**src/hw/fosr_pkg.sv**
```systemverilog
// Package for the flash status-polling host controller.
// Assumes a parallel NOR flash on an asynchronous bus, polled by read cycles.
package fosr_pkg;
    // ------------------------------------------------------------
    // Clock and bus timing
    // ------------------------------------------------------------
    localparam int CLK_MHZ = 125;
    localparam int T_RD_NS = 120;
    localparam int T_WR_NS = 80;
    localparam int T_GAP_NS = 40;
    localparam int RD_CYC = (T_RD_NS * CLK_MHZ + 999) / 1000;
    localparam int WR_CYC = (T_WR_NS * CLK_MHZ + 999) / 1000;
    localparam int GAP_CYC = (T_GAP_NS * CLK_MHZ + 999) / 1000;
    localparam int CNT_W = 8;
    // ------------------------------------------------------------
    // Data bus fields
    // ------------------------------------------------------------
    localparam int DW = 16;
    localparam int AW = 21;
    localparam int POLL_BIT = 7;
    localparam int TOGGLE_BIT = 6;
    localparam int FAIL_BIT = 5;
    localparam int WINDOW_BIT = 3;
    localparam int SECT_TOGGLE_BIT = 2;
    localparam int CMD_W = 8;
    // ------------------------------------------------------------
    // Command sequence
    // ------------------------------------------------------------
    localparam logic [AW-1:0] ADDR_UNLOCK1 = 21'h00_0555;
    localparam logic [AW-1:0] ADDR_UNLOCK2 = 21'h00_02aa;
    localparam logic [CMD_W-1:0] CMD_UNLOCK1 = 8'haa;
    localparam logic [CMD_W-1:0] CMD_UNLOCK2 = 8'h55;
    localparam logic [CMD_W-1:0] CMD_RESET = 8'hf0;
    localparam logic [DW-1:0] DATA_ZERO = 16'h0000;
    // Result codes
    localparam logic [1:0] RES_OK = 2'h0;
    localparam logic [1:0] RES_FAIL = 2'h1;
    localparam logic [1:0] RES_NOT_TAKEN = 2'h2;
    typedef enum logic [1:0] {FOSR_CYC_NONE, FOSR_CYC_READ, FOSR_CYC_WRITE} fosr_cyc_t;
endpackage

```
**src/hw/fosr_bus_if.sv**
```systemverilog
// Interface between the sequencer and the bus cycle engine.
// Assumes both ends run on the same clock.
`timescale 1ns/1ns
interface fosr_bus_if;
    import fosr_pkg::*;
    fosr_cyc_t kind;
    logic start;
    logic done;
    logic [AW-1:0] addr;
    logic [DW-1:0] wdata;
    logic [DW-1:0] rdata;
    modport seq (output kind, output start, output addr, output wdata, input done,
                 input rdata);
    modport eng (input kind, input start, input addr, input wdata, output done,
                 output rdata);
endinterface

```
**src/hw/fosr_cycle.sv**
```systemverilog
// Asynchronous flash bus cycle engine: one read or write per start.
// Assumes pins go straight to the flash; read data is synchronised here.
`timescale 1ns/1ns
module fosr_cycle
    import fosr_pkg::*;
(
    input wire logic clock,
    input wire logic nrst,
    fosr_bus_if.eng bus,
    output logic ce_n,
    output logic oe_n,
    output logic we_n,
    output logic [AW-1:0] addr_pin,
    output logic [DW-1:0] dq_out,
    output logic dq_oe,
    input wire logic [DW-1:0] dq_in
);
    // ------------------------------------------------------------
    // Input synchroniser
    // ------------------------------------------------------------
    logic [DW-1:0] dq_s1;
    logic [DW-1:0] dq_s2;
    always_ff @(posedge clock or negedge nrst) begin
        if (!nrst) begin
            dq_s1 <= DATA_ZERO;
            dq_s2 <= DATA_ZERO;
        end else begin
            dq_s1 <= dq_in;
            dq_s2 <= dq_s1;
        end
    end
    // ------------------------------------------------------------
    // Cycle timing
    // ------------------------------------------------------------
    typedef enum logic [1:0] {FOSR_IDLE, FOSR_ACT, FOSR_GAP} fosr_cst_t;
    fosr_cst_t st;
    logic [CNT_W-1:0] cnt;
    logic is_rd;
    always_ff @(posedge clock or negedge nrst) begin
        if (!nrst) begin
            st <= FOSR_IDLE;
            cnt <= '0;
            is_rd <= 1'b0;
            ce_n <= 1'b1;
            oe_n <= 1'b1;
            we_n <= 1'b1;
            addr_pin <= '0;
            dq_out <= DATA_ZERO;
            dq_oe <= 1'b0;
            bus.done <= 1'b0;
            bus.rdata <= DATA_ZERO;
        end else begin
            bus.done <= 1'b0;
            case (st)
                FOSR_IDLE: begin
                    if (bus.start && bus.kind != FOSR_CYC_NONE) begin
                        is_rd <= (bus.kind == FOSR_CYC_READ);
                        addr_pin <= bus.addr;
                        ce_n <= 1'b0;
                        // Reads open and close chip select so each counts as one step
                        oe_n <= (bus.kind != FOSR_CYC_READ);
                        we_n <= (bus.kind == FOSR_CYC_READ);
                        dq_out <= bus.wdata;
                        dq_oe <= (bus.kind == FOSR_CYC_WRITE);
                        cnt <= (bus.kind == FOSR_CYC_READ) ? CNT_W'(RD_CYC) : CNT_W'(WR_CYC);
                        st <= FOSR_ACT;
                    end
                end
                FOSR_ACT: begin
                    if (cnt == '0) begin
                        // Two-flop delay is covered by the read time margin
                        if (is_rd) begin
                            bus.rdata <= dq_s2;
                        end
                        ce_n <= 1'b1;
                        oe_n <= 1'b1;
                        we_n <= 1'b1;
                        cnt <= CNT_W'(GAP_CYC);
                        st <= FOSR_GAP;
                    end else begin
                        cnt <= cnt - 1'b1;
                    end
                end
                FOSR_GAP: begin
                    dq_oe <= 1'b0;
                    if (cnt == '0) begin
                        bus.done <= 1'b1;
                        st <= FOSR_IDLE;
                    end else begin
                        cnt <= cnt - 1'b1;
                    end
                end
                default: st <= FOSR_IDLE;
            endcase
        end
    end
endmodule

```
**src/hw/fosr_host.sv**
```systemverilog
// Host controller that issues flash operations and polls their status.
// Assumes the flash command words are supplied by the user; pins go to one flash.
//
// Contract
// - Non-blank program locks device; host must send reset sequence.
// - Host checks window bit before and after each added sector erase.
// - Host reads twice and compares toggle; unchanged means done.
// - Toggling with failure bit set: recheck, then reset if still toggling.
// - Host restarts full status check after pausing polling; here op_abort ends the operation with RES_NOT_TAKEN and there is no resume.
`timescale 1ns/1ns
module fosr_host
    import fosr_pkg::*;
#(
    parameter int MAX_WRITES = 6
)
(
    input wire logic clock,
    input wire logic nrst,
    input wire logic op_start,
    input wire logic [2:0] op_writes,
    input wire logic [MAX_WRITES*AW-1:0] op_addr,
    input wire logic [MAX_WRITES*CMD_W-1:0] op_cmd,
    input wire logic [DW-1:0] op_data,
    input wire logic op_is_add_sector,
    input wire logic op_abort,
    input wire logic word_mode,
    output logic op_busy,
    output logic op_done,
    output logic [1:0] op_result,
    output logic [DW-1:0] last_status,
    output logic ce_n,
    output logic oe_n,
    output logic we_n,
    output logic byte_n,
    output logic [AW-1:0] addr_pin,
    output logic [DW-1:0] dq_out,
    output logic dq_oe,
    input wire logic [DW-1:0] dq_in,
    input wire logic ready_busy_output
);
    // ------------------------------------------------------------
    // Ready/busy synchroniser
    // ------------------------------------------------------------
    logic rb_s1;
    logic rb_s2;
    always_ff @(posedge clock or negedge nrst) begin
        if (!nrst) begin
            rb_s1 <= 1'b1;
            rb_s2 <= 1'b1;
        end else begin
            rb_s1 <= ready_busy_output;
            rb_s2 <= rb_s1;
        end
    end
    // ------------------------------------------------------------
    // Bus engine
    // ------------------------------------------------------------
    fosr_bus_if bus ();
    fosr_cycle u_cycle (
        .clock(clock),
        .nrst(nrst),
        .bus(bus),
        .ce_n(ce_n),
        .oe_n(oe_n),
        .we_n(we_n),
        .addr_pin(addr_pin),
        .dq_out(dq_out),
        .dq_oe(dq_oe),
        .dq_in(dq_in)
    );
    function automatic logic toggled(input logic [DW-1:0] a, input logic [DW-1:0] b);
        toggled = a[TOGGLE_BIT] ^ b[TOGGLE_BIT];
    endfunction
    // ------------------------------------------------------------
    // Width select
    // ------------------------------------------------------------
    always_ff @(posedge clock or negedge nrst) begin
        if (!nrst) begin
            byte_n <= 1'b1;
        end else if (!op_busy) begin
            // Changing width mid-operation would corrupt the sequence
            byte_n <= word_mode;
        end
    end
    // ------------------------------------------------------------
    // Sequencer
    // ------------------------------------------------------------
    typedef enum logic [3:0] {
        FOSR_S_IDLE, FOSR_S_PRE, FOSR_S_WR, FOSR_S_POST, FOSR_S_RD1, FOSR_S_RD2,
        FOSR_S_RD3, FOSR_S_RST1, FOSR_S_RST2, FOSR_S_RST3, FOSR_S_FIN
    } fosr_st_t;
    fosr_st_t st;
    logic [2:0] widx;
    logic [2:0] nwr;
    logic [DW-1:0] first_rd;
    logic [DW-1:0] prev_rd;
    logic [1:0] res;
    logic add_sec;
    logic wait_done;
    logic [AW-1:0] sel_addr;
    logic [CMD_W-1:0] sel_cmd;
    logic last_wr;
    always_comb begin
        sel_addr = op_addr[widx*AW +: AW];
        sel_cmd = op_cmd[widx*CMD_W +: CMD_W];
        last_wr = (widx == nwr - 3'd1);
    end
    always_ff @(posedge clock or negedge nrst) begin
        if (!nrst) begin
            st <= FOSR_S_IDLE;
            widx <= '0;
            nwr <= '0;
            first_rd <= DATA_ZERO;
            prev_rd <= DATA_ZERO;
            res <= RES_OK;
            add_sec <= 1'b0;
            wait_done <= 1'b0;
            op_busy <= 1'b0;
            op_done <= 1'b0;
            op_result <= RES_OK;
            last_status <= DATA_ZERO;
            bus.start <= 1'b0;
            bus.kind <= FOSR_CYC_NONE;
            bus.addr <= '0;
            bus.wdata <= DATA_ZERO;
        end else begin
            bus.start <= 1'b0;
            op_done <= 1'b0;
            if (bus.done) begin
                wait_done <= 1'b0;
            end
            case (st)
                FOSR_S_IDLE: begin
                    // Ready/busy low means the device rejects new commands
                    if (op_start && rb_s2) begin
                        op_busy <= 1'b1;
                        nwr <= op_writes;
                        add_sec <= op_is_add_sector;
                        widx <= '0;
                        res <= RES_OK;
                        st <= op_is_add_sector ? FOSR_S_PRE : FOSR_S_WR;
                        if (op_is_add_sector) begin
                            // Window bit read before an added sector erase
                            bus.kind <= FOSR_CYC_READ;
                            bus.addr <= op_addr[(op_writes-3'd1)*AW +: AW];
                            bus.start <= 1'b1;
                            wait_done <= 1'b1;
                        end
                    end
                end
                FOSR_S_PRE: begin
                    if (bus.done) begin
                        last_status <= bus.rdata;
                        if (bus.rdata[WINDOW_BIT]) begin
                            // Window closed: the device would ignore the command
                            res <= RES_NOT_TAKEN;
                            st <= FOSR_S_FIN;
                        end else begin
                            st <= FOSR_S_WR;
                        end
                    end
                end
                FOSR_S_WR: begin
                    if (!wait_done && !bus.start) begin
                        // Command words go on the low eight lines; the last write of a program puts op_data on all sixteen
                        bus.kind <= FOSR_CYC_WRITE;
                        bus.addr <= sel_addr;
                        bus.wdata <= last_wr && !add_sec && nwr != 3'(MAX_WRITES)
                            ? op_data : {{(DW-CMD_W){1'b0}}, sel_cmd};
                        bus.start <= 1'b1;
                        wait_done <= 1'b1;
                    end else if (bus.done) begin
                        if (last_wr) begin
                            // Status valid after the final write pulse of the sequence
                            widx <= '0;
                            bus.kind <= FOSR_CYC_READ;
                            bus.start <= 1'b1;
                            wait_done <= 1'b1;
                            st <= add_sec ? FOSR_S_POST : FOSR_S_RD1;
                        end else begin
                            widx <= widx + 3'd1;
                        end
                    end
                end
                FOSR_S_POST: begin
                    if (bus.done) begin
                        last_status <= bus.rdata;
                        // High on the second check: command may not have been taken
                        res <= bus.rdata[WINDOW_BIT] ? RES_NOT_TAKEN : RES_OK;
                        st <= FOSR_S_FIN;
                    end
                end
                FOSR_S_RD1: begin
                    if (bus.done) begin
                        // First of two back-to-back reads
                        first_rd <= bus.rdata;
                        bus.start <= 1'b1;
                        wait_done <= 1'b1;
                        st <= FOSR_S_RD2;
                    end
                end
                FOSR_S_RD2: begin
                    if (bus.done) begin
                        last_status <= bus.rdata;
                        prev_rd <= bus.rdata;
                        if (op_abort) begin
                            // A later resume must start from the first read again
                            res <= RES_NOT_TAKEN;
                            st <= FOSR_S_FIN;
                        end else if (!toggled(first_rd, bus.rdata)) begin
                            // Toggle stopped: operation complete
                            res <= RES_OK;
                            st <= FOSR_S_FIN;
                        end else if (bus.rdata[FAIL_BIT]) begin
                            // Failure bit high: recheck toggle once more
                            bus.start <= 1'b1;
                            wait_done <= 1'b1;
                            st <= FOSR_S_RD3;
                        end else begin
                            // Still toggling: poll again
                            bus.start <= 1'b1;
                            wait_done <= 1'b1;
                            st <= FOSR_S_RD1;
                        end
                    end
                end
                FOSR_S_RD3: begin
                    if (bus.done) begin
                        last_status <= bus.rdata;
                        if (toggled(prev_rd, bus.rdata)) begin
                            // Locked in algorithm: recover with reset command
                            res <= RES_FAIL;
                            st <= FOSR_S_RST1;
                        end else begin
                            res <= RES_OK;
                            st <= FOSR_S_FIN;
                        end
                    end
                end
                FOSR_S_RST1: begin
                    bus.kind <= FOSR_CYC_WRITE;
                    bus.addr <= ADDR_UNLOCK1;
                    bus.wdata <= {{(DW-CMD_W){1'b0}}, CMD_UNLOCK1};
                    bus.start <= 1'b1;
                    st <= FOSR_S_RST2;
                end
                FOSR_S_RST2: begin
                    if (bus.done) begin
                        bus.addr <= ADDR_UNLOCK2;
                        bus.wdata <= {{(DW-CMD_W){1'b0}}, CMD_UNLOCK2};
                        bus.start <= 1'b1;
                        st <= FOSR_S_RST3;
                    end
                end
                FOSR_S_RST3: begin
                    if (bus.done) begin
                        bus.addr <= ADDR_UNLOCK1;
                        bus.wdata <= {{(DW-CMD_W){1'b0}}, CMD_RESET};
                        bus.start <= 1'b1;
                        wait_done <= 1'b1;
                        st <= FOSR_S_FIN;
                    end
                end
                FOSR_S_FIN: begin
                    if (!wait_done) begin
                        op_busy <= 1'b0;
                        op_done <= 1'b1;
                        op_result <= res;
                        st <= FOSR_S_IDLE;
                    end
                end
                default: st <= FOSR_S_IDLE;
            endcase
        end
    end
endmodule

```
**config.mk**
```make
export PLATFORM = sky130hd
export DESIGN_NAME = fosr_host
export DESIGN_NICKNAME = d
export VERILOG_FILES = /design/src/hw/fosr_pkg.sv /design/src/hw/fosr_bus_if.sv /design/src/hw/fosr_cycle.sv /design/src/hw/fosr_host.sv
export SDC_FILE = /design/constraint.sdc
export NUM_CORES = 1
export LEC_CHECK = 0
export BUFFER_PORTS_ARGS = -buffer_cell sky130_fd_sc_hd__buf_2
export CAP_MARGIN = 20
export CORE_MARGIN = 5
export CORE_UTILIZATION = 45
export DETAILED_ROUTE_END_ITERATION = 10
export GPL_TIMING_DRIVEN = 0
export PLACE_DENSITY_LB_ADDON = 0.25
export SLEW_MARGIN = 20
export SYNTH_ARGS = -nofsm -noshare
export SYNTH_HDL_FRONTEND = slang
export SYNTH_HIERARCHICAL = 1
export SYNTH_SLANG_ARGS = --single-unit
```
**constraint.sdc**
```tcl
create_clock -name clock -period 5.3 [get_ports clock]
set_input_delay 0.53 -clock clock [delete_from_list [all_inputs] [get_ports clock]]
set_output_delay 0.53 -clock clock [all_outputs]
set_load 0.01 [all_outputs]
```
==> results of run 1 <==
## cells in the mapped netlist (12+ instances only)
cell	n	share of area [%]
mux4_2	115	15
nand2_1	171	3.7
a22oi_1	22	0.95
o211ai_1	27	1.2
o31ai_1	13	0.56
buf_2	38	1.1
o22a_1	12	0.60
clkbuf_1	67	1.4
dfrtp_1	174	25
a211oi_1	20	0.86
mux2i_1	132	7.6
buf_1	21	0.45
a21oi_1	85	2.4
a22o_1	15	0.75
o21ai_1	18	0.52
buf_4	13	0.56
nand2b_1	13	0.47
ha_1	20	1.4
o22ai_1	29	1.0
mux2_2	156	10
nor2_1	158	3.4
nand3_1	35	1.0
a31oi_1	24	0.86
o221ai_1	15	0.75
buf_6	13	0.84
o21ai_0	97	2.8
nor3_1	35	1.0
o2bb2ai_1	14	0.70
inv_1	29	0.62
## worst max-delay path by stage
stage | start | end | slack, ns | depth (start not counted)
after floorplan | op_writes[0] | bus.addr[6]$_DFFE_PN0P_ | 0.06 | 26
after global placement | op_writes[0] | bus.addr[12]$_DFFE_PN0P_ | -2.41 | 24
after detailed placement | op_writes[0] | bus.addr[8]$_DFFE_PN0P_ | -2.21 | 24
after CTS | op_writes[0] | bus.addr[11]$_DFFE_PN0P_ | 0.01 | 24
after global routing | op_writes[0] | bus.addr[11]$_DFFE_PN0P_ | -0.005 | 22
final | op_writes[0] | bus.addr[9]$_DFFE_PN0P_ | -0.02 | 22
## registers in the layout (all words and copies together) (netlist names), 3 cells and up
register           cells
bus.addr              21
bus.wdata             16
last_status           16
nwr                    3
st                     4
u_cycle/addr_pin      21
u_cycle/bus.rdata     16
u_cycle/cnt            8
u_cycle/dq_out        16
u_cycle/dq_s1         16
u_cycle/dq_s2         16
widx                   3
## metal layers
layer	wire [µm]	part of all wire, %
met3	14700	14
met2	42800	42
met4	11100	11
met1	34200	33
met5	65	0.063
## final cells by class
type / count / area [µm²] / area share [%]
clock inverters: 11 / 116 / 0.565
multi-input cells: 1445 / 12200 / 59.4
flip-flops and latches: 180 / 4510 / 21.9
clock buffers: 21 / 480 / 2.33
repair buffers: 287 / 1520 / 7.39
well taps: 518 / 648 / 3.15
inverters: 34 / 133 / 0.644
diodes: 1 / 2.50 / 0.0121
plain buffers: 154 / 945 / 4.59
## cell families (layout without fill, tap and decap cells)
logic type	Yosys count	count (layout)
AOI/OAI and AO/OA	502	502
and+or+nand+nor	490	490
muxes	417	417
buffers and inverters	193	507
DFF	180	180
adders and majority gates	21	21
xor gates and xnor gates	15	15
other	0	1
## power groups by stage
| stage | clock network [mW] | logic [mW] | registers [mW] |
|---|---|---|---|
| detailed placement | 0 | 5.12 | 1.98 |
| CTS | 1.31 | 5.22 | 1.96 |
| global placement | 0 | 5.08 | 1.95 |
| global route | 1.36 | 5.77 | 1.98 |
| finish | 1.29 | 5.63 | 1.96 |
| floorplan | 0 | 3.12 | 1.95 |
## stage by stage
| stage | hold slack, ns | instances | util [%] | TNS (ns) |
|---|---|---|---|---|
| floorplan | 0.234 | 1818 | - | 0 |
| global placement | 0.334 | 2612 | 50.5 | -40.47 |
| detailed placement | 0.335 | 2614 | 50.7 | -38.86 |
| CTS | 0.0584 | 2647 | 52.9 | 0 |
| global route | 0.0932 | 2650 | 53.4 | -0.00500 |
| finish | 0.0538 | 2651 | 53.4 | -0.0216 |
## critical path, cell delays in order
cell and delay, ns:
buf_6 0.18, buf_12 0.18, clkinvlp_4 0.17, buf_8 0.22
ha_4 0.33, buf_6 0.14, buf_12 0.16, buf_12 0.20
buf_16 0.19, nor2b_2 0.07, fa_1 0.52, ha_4 0.35
nand3_4 0.14, a21oi_4 0.24, buf_6 0.20, buf_6 0.21
o211ai_1 0.19, mux4_2 0.51, nand2_1 0.08, nand4_1 0.35
a31oi_1 0.30, o22a_1 0.16
## repair_timing
action / 4_1_cts / 5_1_grt
cloned: 0 / 1
buffers inserted: 4 / 3
endpoints found under the setup margin: 21 / 21
pin swaps: 3 / 5
gates resized for setup: 63 / 43
==> impl_metrics.ini, run 1 <==
[min_path]
min_path_type = primary input to async pin

[run]
drv_cap = 0

[grt]
grt_pass1_wl_um = 142000
gr-usage-met1_pct = 52.9
met3_usage_pct = 20.0
use_met2_pct = 70.5
antenna_found_initial = 3
grt_max_degree = 106
grtUsageTotal_pct = 47.0
overflow = 0
grt.busiest_layer = met2
grt_pass1_vias = 19500

[clocking]
post_cts_hold_buffer_count = 0
clock_tree.root_cell = clkbuf_16
htreeDepth = 4
clockBufferDepth = 2
path_clk_slew_ns = 0.07
clock-sinks = 180
insertion_delay_ns = 0.44
cts_buffers = 17
cts_tree = built

[placement]
gp_congestion = 1.16
io_buffer_count = 276
place_area_um2 = 19500
hpwl_um = 79900
pre_cts_slack_ns = -2.21

[pwr]
p_sw_mw = 4.52
ir_drop_mv = 0.265
clkPwrFrac_pct = 14.5
seq_power_share_pct = 22.1
pwr-share-comb_pct = 63.4
finalPower_mw = 8.88
p_leak_nw = 8.70
swShare_pct = 50.9
intPower_mw = 4.36
powerDensity_nw_per_um2 = 431

[routing]
vias = 19700
dr.pass1.iters = 7
drc = 0
postRouteWirelength_um = 103000
vias_per_cell = 7.42
first_iter_violations = 3260
wire_per_inst_um = 38.8
drtAntennaViolNets = 0

[die]
die_y_um = 207
dieArea_um2 = 42800
rows = 72
ios = 278
initial_utilization_pct = 45.3
core_area_um2 = 38600
die_width_um = 207

[status]
status = complete, but fails checks
violations = setup timing

[worst_setup_path]
rr_endpoint = bus.addr[11]$_DFFE_PN0P_
worst_setup_path_end_kind = register
path_max_fanout = 21
start_kind = primary input
rr_worst_depth = 8
worstPathRequired_ns = 5.68
r2r_slack_ns = 1.26
reg2reg_from = widx[0]$_DFFE_PN0P_
arrival_ns = 5.70
worstSetupPathType = primary input to register

[yosys]
synth_top_family_by_area = multiplexers
synth_edf_count = 0
synthAdderAreaFrac_pct = 1.55
synth-seq-cells = 180
ys_warn_count = 6
yosysSeqAreaShare_pct = 25.8
syn-num-nets = 2055
synthArstFlopShare_pct = 100
yosys_most_used_dff = dfrtp_1
synth_compound_area_share_pct = 19.7
yosysUniqueCellTypes = 97
syn-cell-area_um2 = 17500
syn-instance-count = 1818
post_synth_and_or_nand_nor_area_fraction_pct = 12.7
yosys.area_share.xor_xnor_pct = 0.753
synthMuxAreaShare_pct = 33.6
syn_area_per_cell_um2 = 9.60

[final_layout]
final_area_um2 = 20600
most-common-layout-cells = buf_2, dfrtp_1, nand2_1, mux2_2, nor2_1
drive_gt1_share_pct = 35.8
area.growth.synth_to_final_pct = 18.0
nNetsFinal = 2356
fillers = 3583
final_common_cell = buf_2

[sta]
worst_slack_ns = -0.0154
slew_viol_final = 0
hold_viol = 0
min_period_ns = 5.32
post-route-period-util_pct = 100
finalSetupViolations = 3
relSlewSlack_pct = 22.8
fmax_mhz = 188
tightest_slew_ns = 1.16
clock_skew_ns = 0.0129
Power figures use the tool's default switching activity.
==> run 2: changes to the inputs <==
SETUP_SLACK_MARGIN = 0.05   (was default)
==> run 2 against run 1 <==
Effect of this change: the run still ends with setup timing left; first-iteration DRC count decreased by 3.9%; routed wire length increased by 0.18%; sequential share of layout area decreased by 0.21 points; clock skew about the same; critical endpoint is now bus.addr[12]$_DFFE_PN0P_; largest cell class unchanged.
==> impl_metrics.ini, run 2 (synthesis gave the netlist of run 1 again) <==
[sta]
worst_slack_ns = -0.0462
min_period_ns = 5.35
hold_viol = 0
post-route-period-util_pct = 101
finalSetupTns_ns = -0.0462
relSlewSlack_pct = 19.2
finalSetupViolations = 1
fmax_mhz = 187
rsz0062_at_grt = false
slew_viol_final = 0
clock_skew_ns = 0.0126
tightest_slew_ns = 1.21

[worst_setup_path]
arrival_ns = 5.72
worstSetupPathType = primary input to register
worstPathRequired_ns = 5.67
r2r_slack_ns = 1.25
start_kind = primary input
worst_setup_path_end_kind = register
startpoint = op_writes[0]
reg2reg_from = widx[1]$_DFFE_PN0P_
path_max_fanout = 21

[grt]
grt_max_degree = 106
antenna_found_initial = 2
overflow = 0
grt_pass1_wl_um = 142000
grtUsageTotal_pct = 47.1
grt_pass1_vias = 19500

[die]
core_area_um2 = 38600
die_y_um = 207
ios = 278
rows = 72
initial_utilization_pct = 45.3
dieArea_um2 = 42800
die_width_um = 207

[placement]
hpwl_um = 79900
pre_cts_slack_ns = -2.21
place_area_um2 = 19500
io_buffer_count = 276
gp_congestion = 1.16

[clocking]
insertion_delay_ns = 0.45
post_cts_hold_buffer_count = 0
clock_tree.root_cell = clkbuf_16
clockBufferDepth = 2
cts_tree = built
cts_buffers = 17
htreeDepth = 4
path_clk_slew_ns = 0.07
clock-sinks = 180

[routing]
first_iter_violations = 3133
vias = 19700
wire_per_inst_um = 38.6
vias_per_cell = 7.39
wl_met2_um = 43300
dr.pass1.iters = 6
drtAntennaViolNets = 0
met1_length_um = 33900
top_layer = met5
drc = 0
route.met3.wl_um = 15100
postRouteWirelength_um = 103000

[final_layout]
finish.utilization_pct = 53.9
nNetsFinal = 2375
final_common_cell = buf_2
final_area_um2 = 20800
multi_input_area_um2 = 12300
ff_latch_area_um2 = 4510
fillers = 3584
drive_gt1_share_pct = 36.4
largestRegisters = bus.addr: 21 flops, u_cycle/addr_pin: 21 flops
area.growth.synth_to_final_pct = 19.1
most-common-layout-cells = buf_2, dfrtp_1, nand2_1, mux2_2, nor2_1

[pwr]
p_leak_nw = 8.81
finalPower_mw = 8.92
p_sw_mw = 4.54
intPower_mw = 4.39
clkPwrFrac_pct = 14.5
swShare_pct = 50.8
ir_drop_mv = 0.267
powerDensity_nw_per_um2 = 429
seq_power_share_pct = 22.0
pwr-share-comb_pct = 63.6

[run]
drv_cap = 0

[status]
status = complete, but fails checks
violations = setup timing

[min_path]
min_path_type = primary input to async pin
run 2: cell types whose count changed in the layout (fill, tap and decap cells not counted), sizes merged:
cell / before / now
clkbuf: 89 / 88
buf: 373 / 393
run 2: final timing paths:
kind	endpoint	depth (start not counted)
worst max-delay path	bus.addr[12]$_DFFE_PN0P_	16
worst min-delay path	last_status[7]$_DFFE_PN0P_	1
worst max register to register	bus.addr[20]$_DFFE_PN0P_	7
worst min register to register	u_cycle/dq_s2[13]$_DFF_PN0_	0
max in group asynchronous	u_cycle/ce_n$_DFFE_PN1P_	2
min in group clock	rb_s1$_DFF_PN1_	1
run 2: through the flow:
step | instances | hold slack, ns
floorplan | 1818 | 0.234
global placement | 2612 | 0.334
detailed placement | 2614 | 0.335
CTS | 2648 | 0.0584
global route | 2669 | 0.0932
finish | 2670 | 0.0580
run 2: repair_timing:
item                       4_1_cts  5_1_grt
setup endpoints to repair       21       21
pin swaps                        5       11
gates resized for setup         71       42
gates cloned                     0        0
setup buffers                    5       21
run 2: metal layers:
layer / vias up / global-route usage [%]
li1: 7673 / -
met1: 9594 / 53.4
met2: 1895 / 70.7
met3: 570 / 19.6
met4: 2 / 35.7
met5: - / 0
run 2: area by class of cell:
type / instances / share of cell area [%]
multi-input combinational: 1445 / 58.9
sequential: 180 / 21.7
tap: 518 / 3.12
antenna: 1 / 0.0120
clock buffer: 21 / 2.31
inverter: 34 / 0.638
clock inverter: 11 / 0.560
buffer: 156 / 4.83
timing repair buffer: 304 / 7.91
run 2: critical path, cell delays in order:
cell        delay, ns
buf_6            0.18
buf_12           0.14
clkinvlp_4       0.13
buf_12           0.20
ha_4             0.17
xor2_1           0.34
ha_1             0.34
buf_2            0.21
nand2_1          0.37
clkbuf_1         0.79
o211ai_1         0.61
a2111oi_0        0.67
nor4_1           0.16
nor4_1           0.49
o21ai_1          0.16
a31oi_1          0.19
run 2: power by group through the flow:
stage	registers [mW]	clock network (mW)	logic, mW
2_1_floorplan	1.95	0	3.12
3_3_place_gp	1.95	0	5.08
3_5_place_dp	1.98	0	5.12
4_1_cts	1.96	1.31	5.23
5_1_grt	1.98	1.36	5.81
6_report	1.96	1.29	5.67
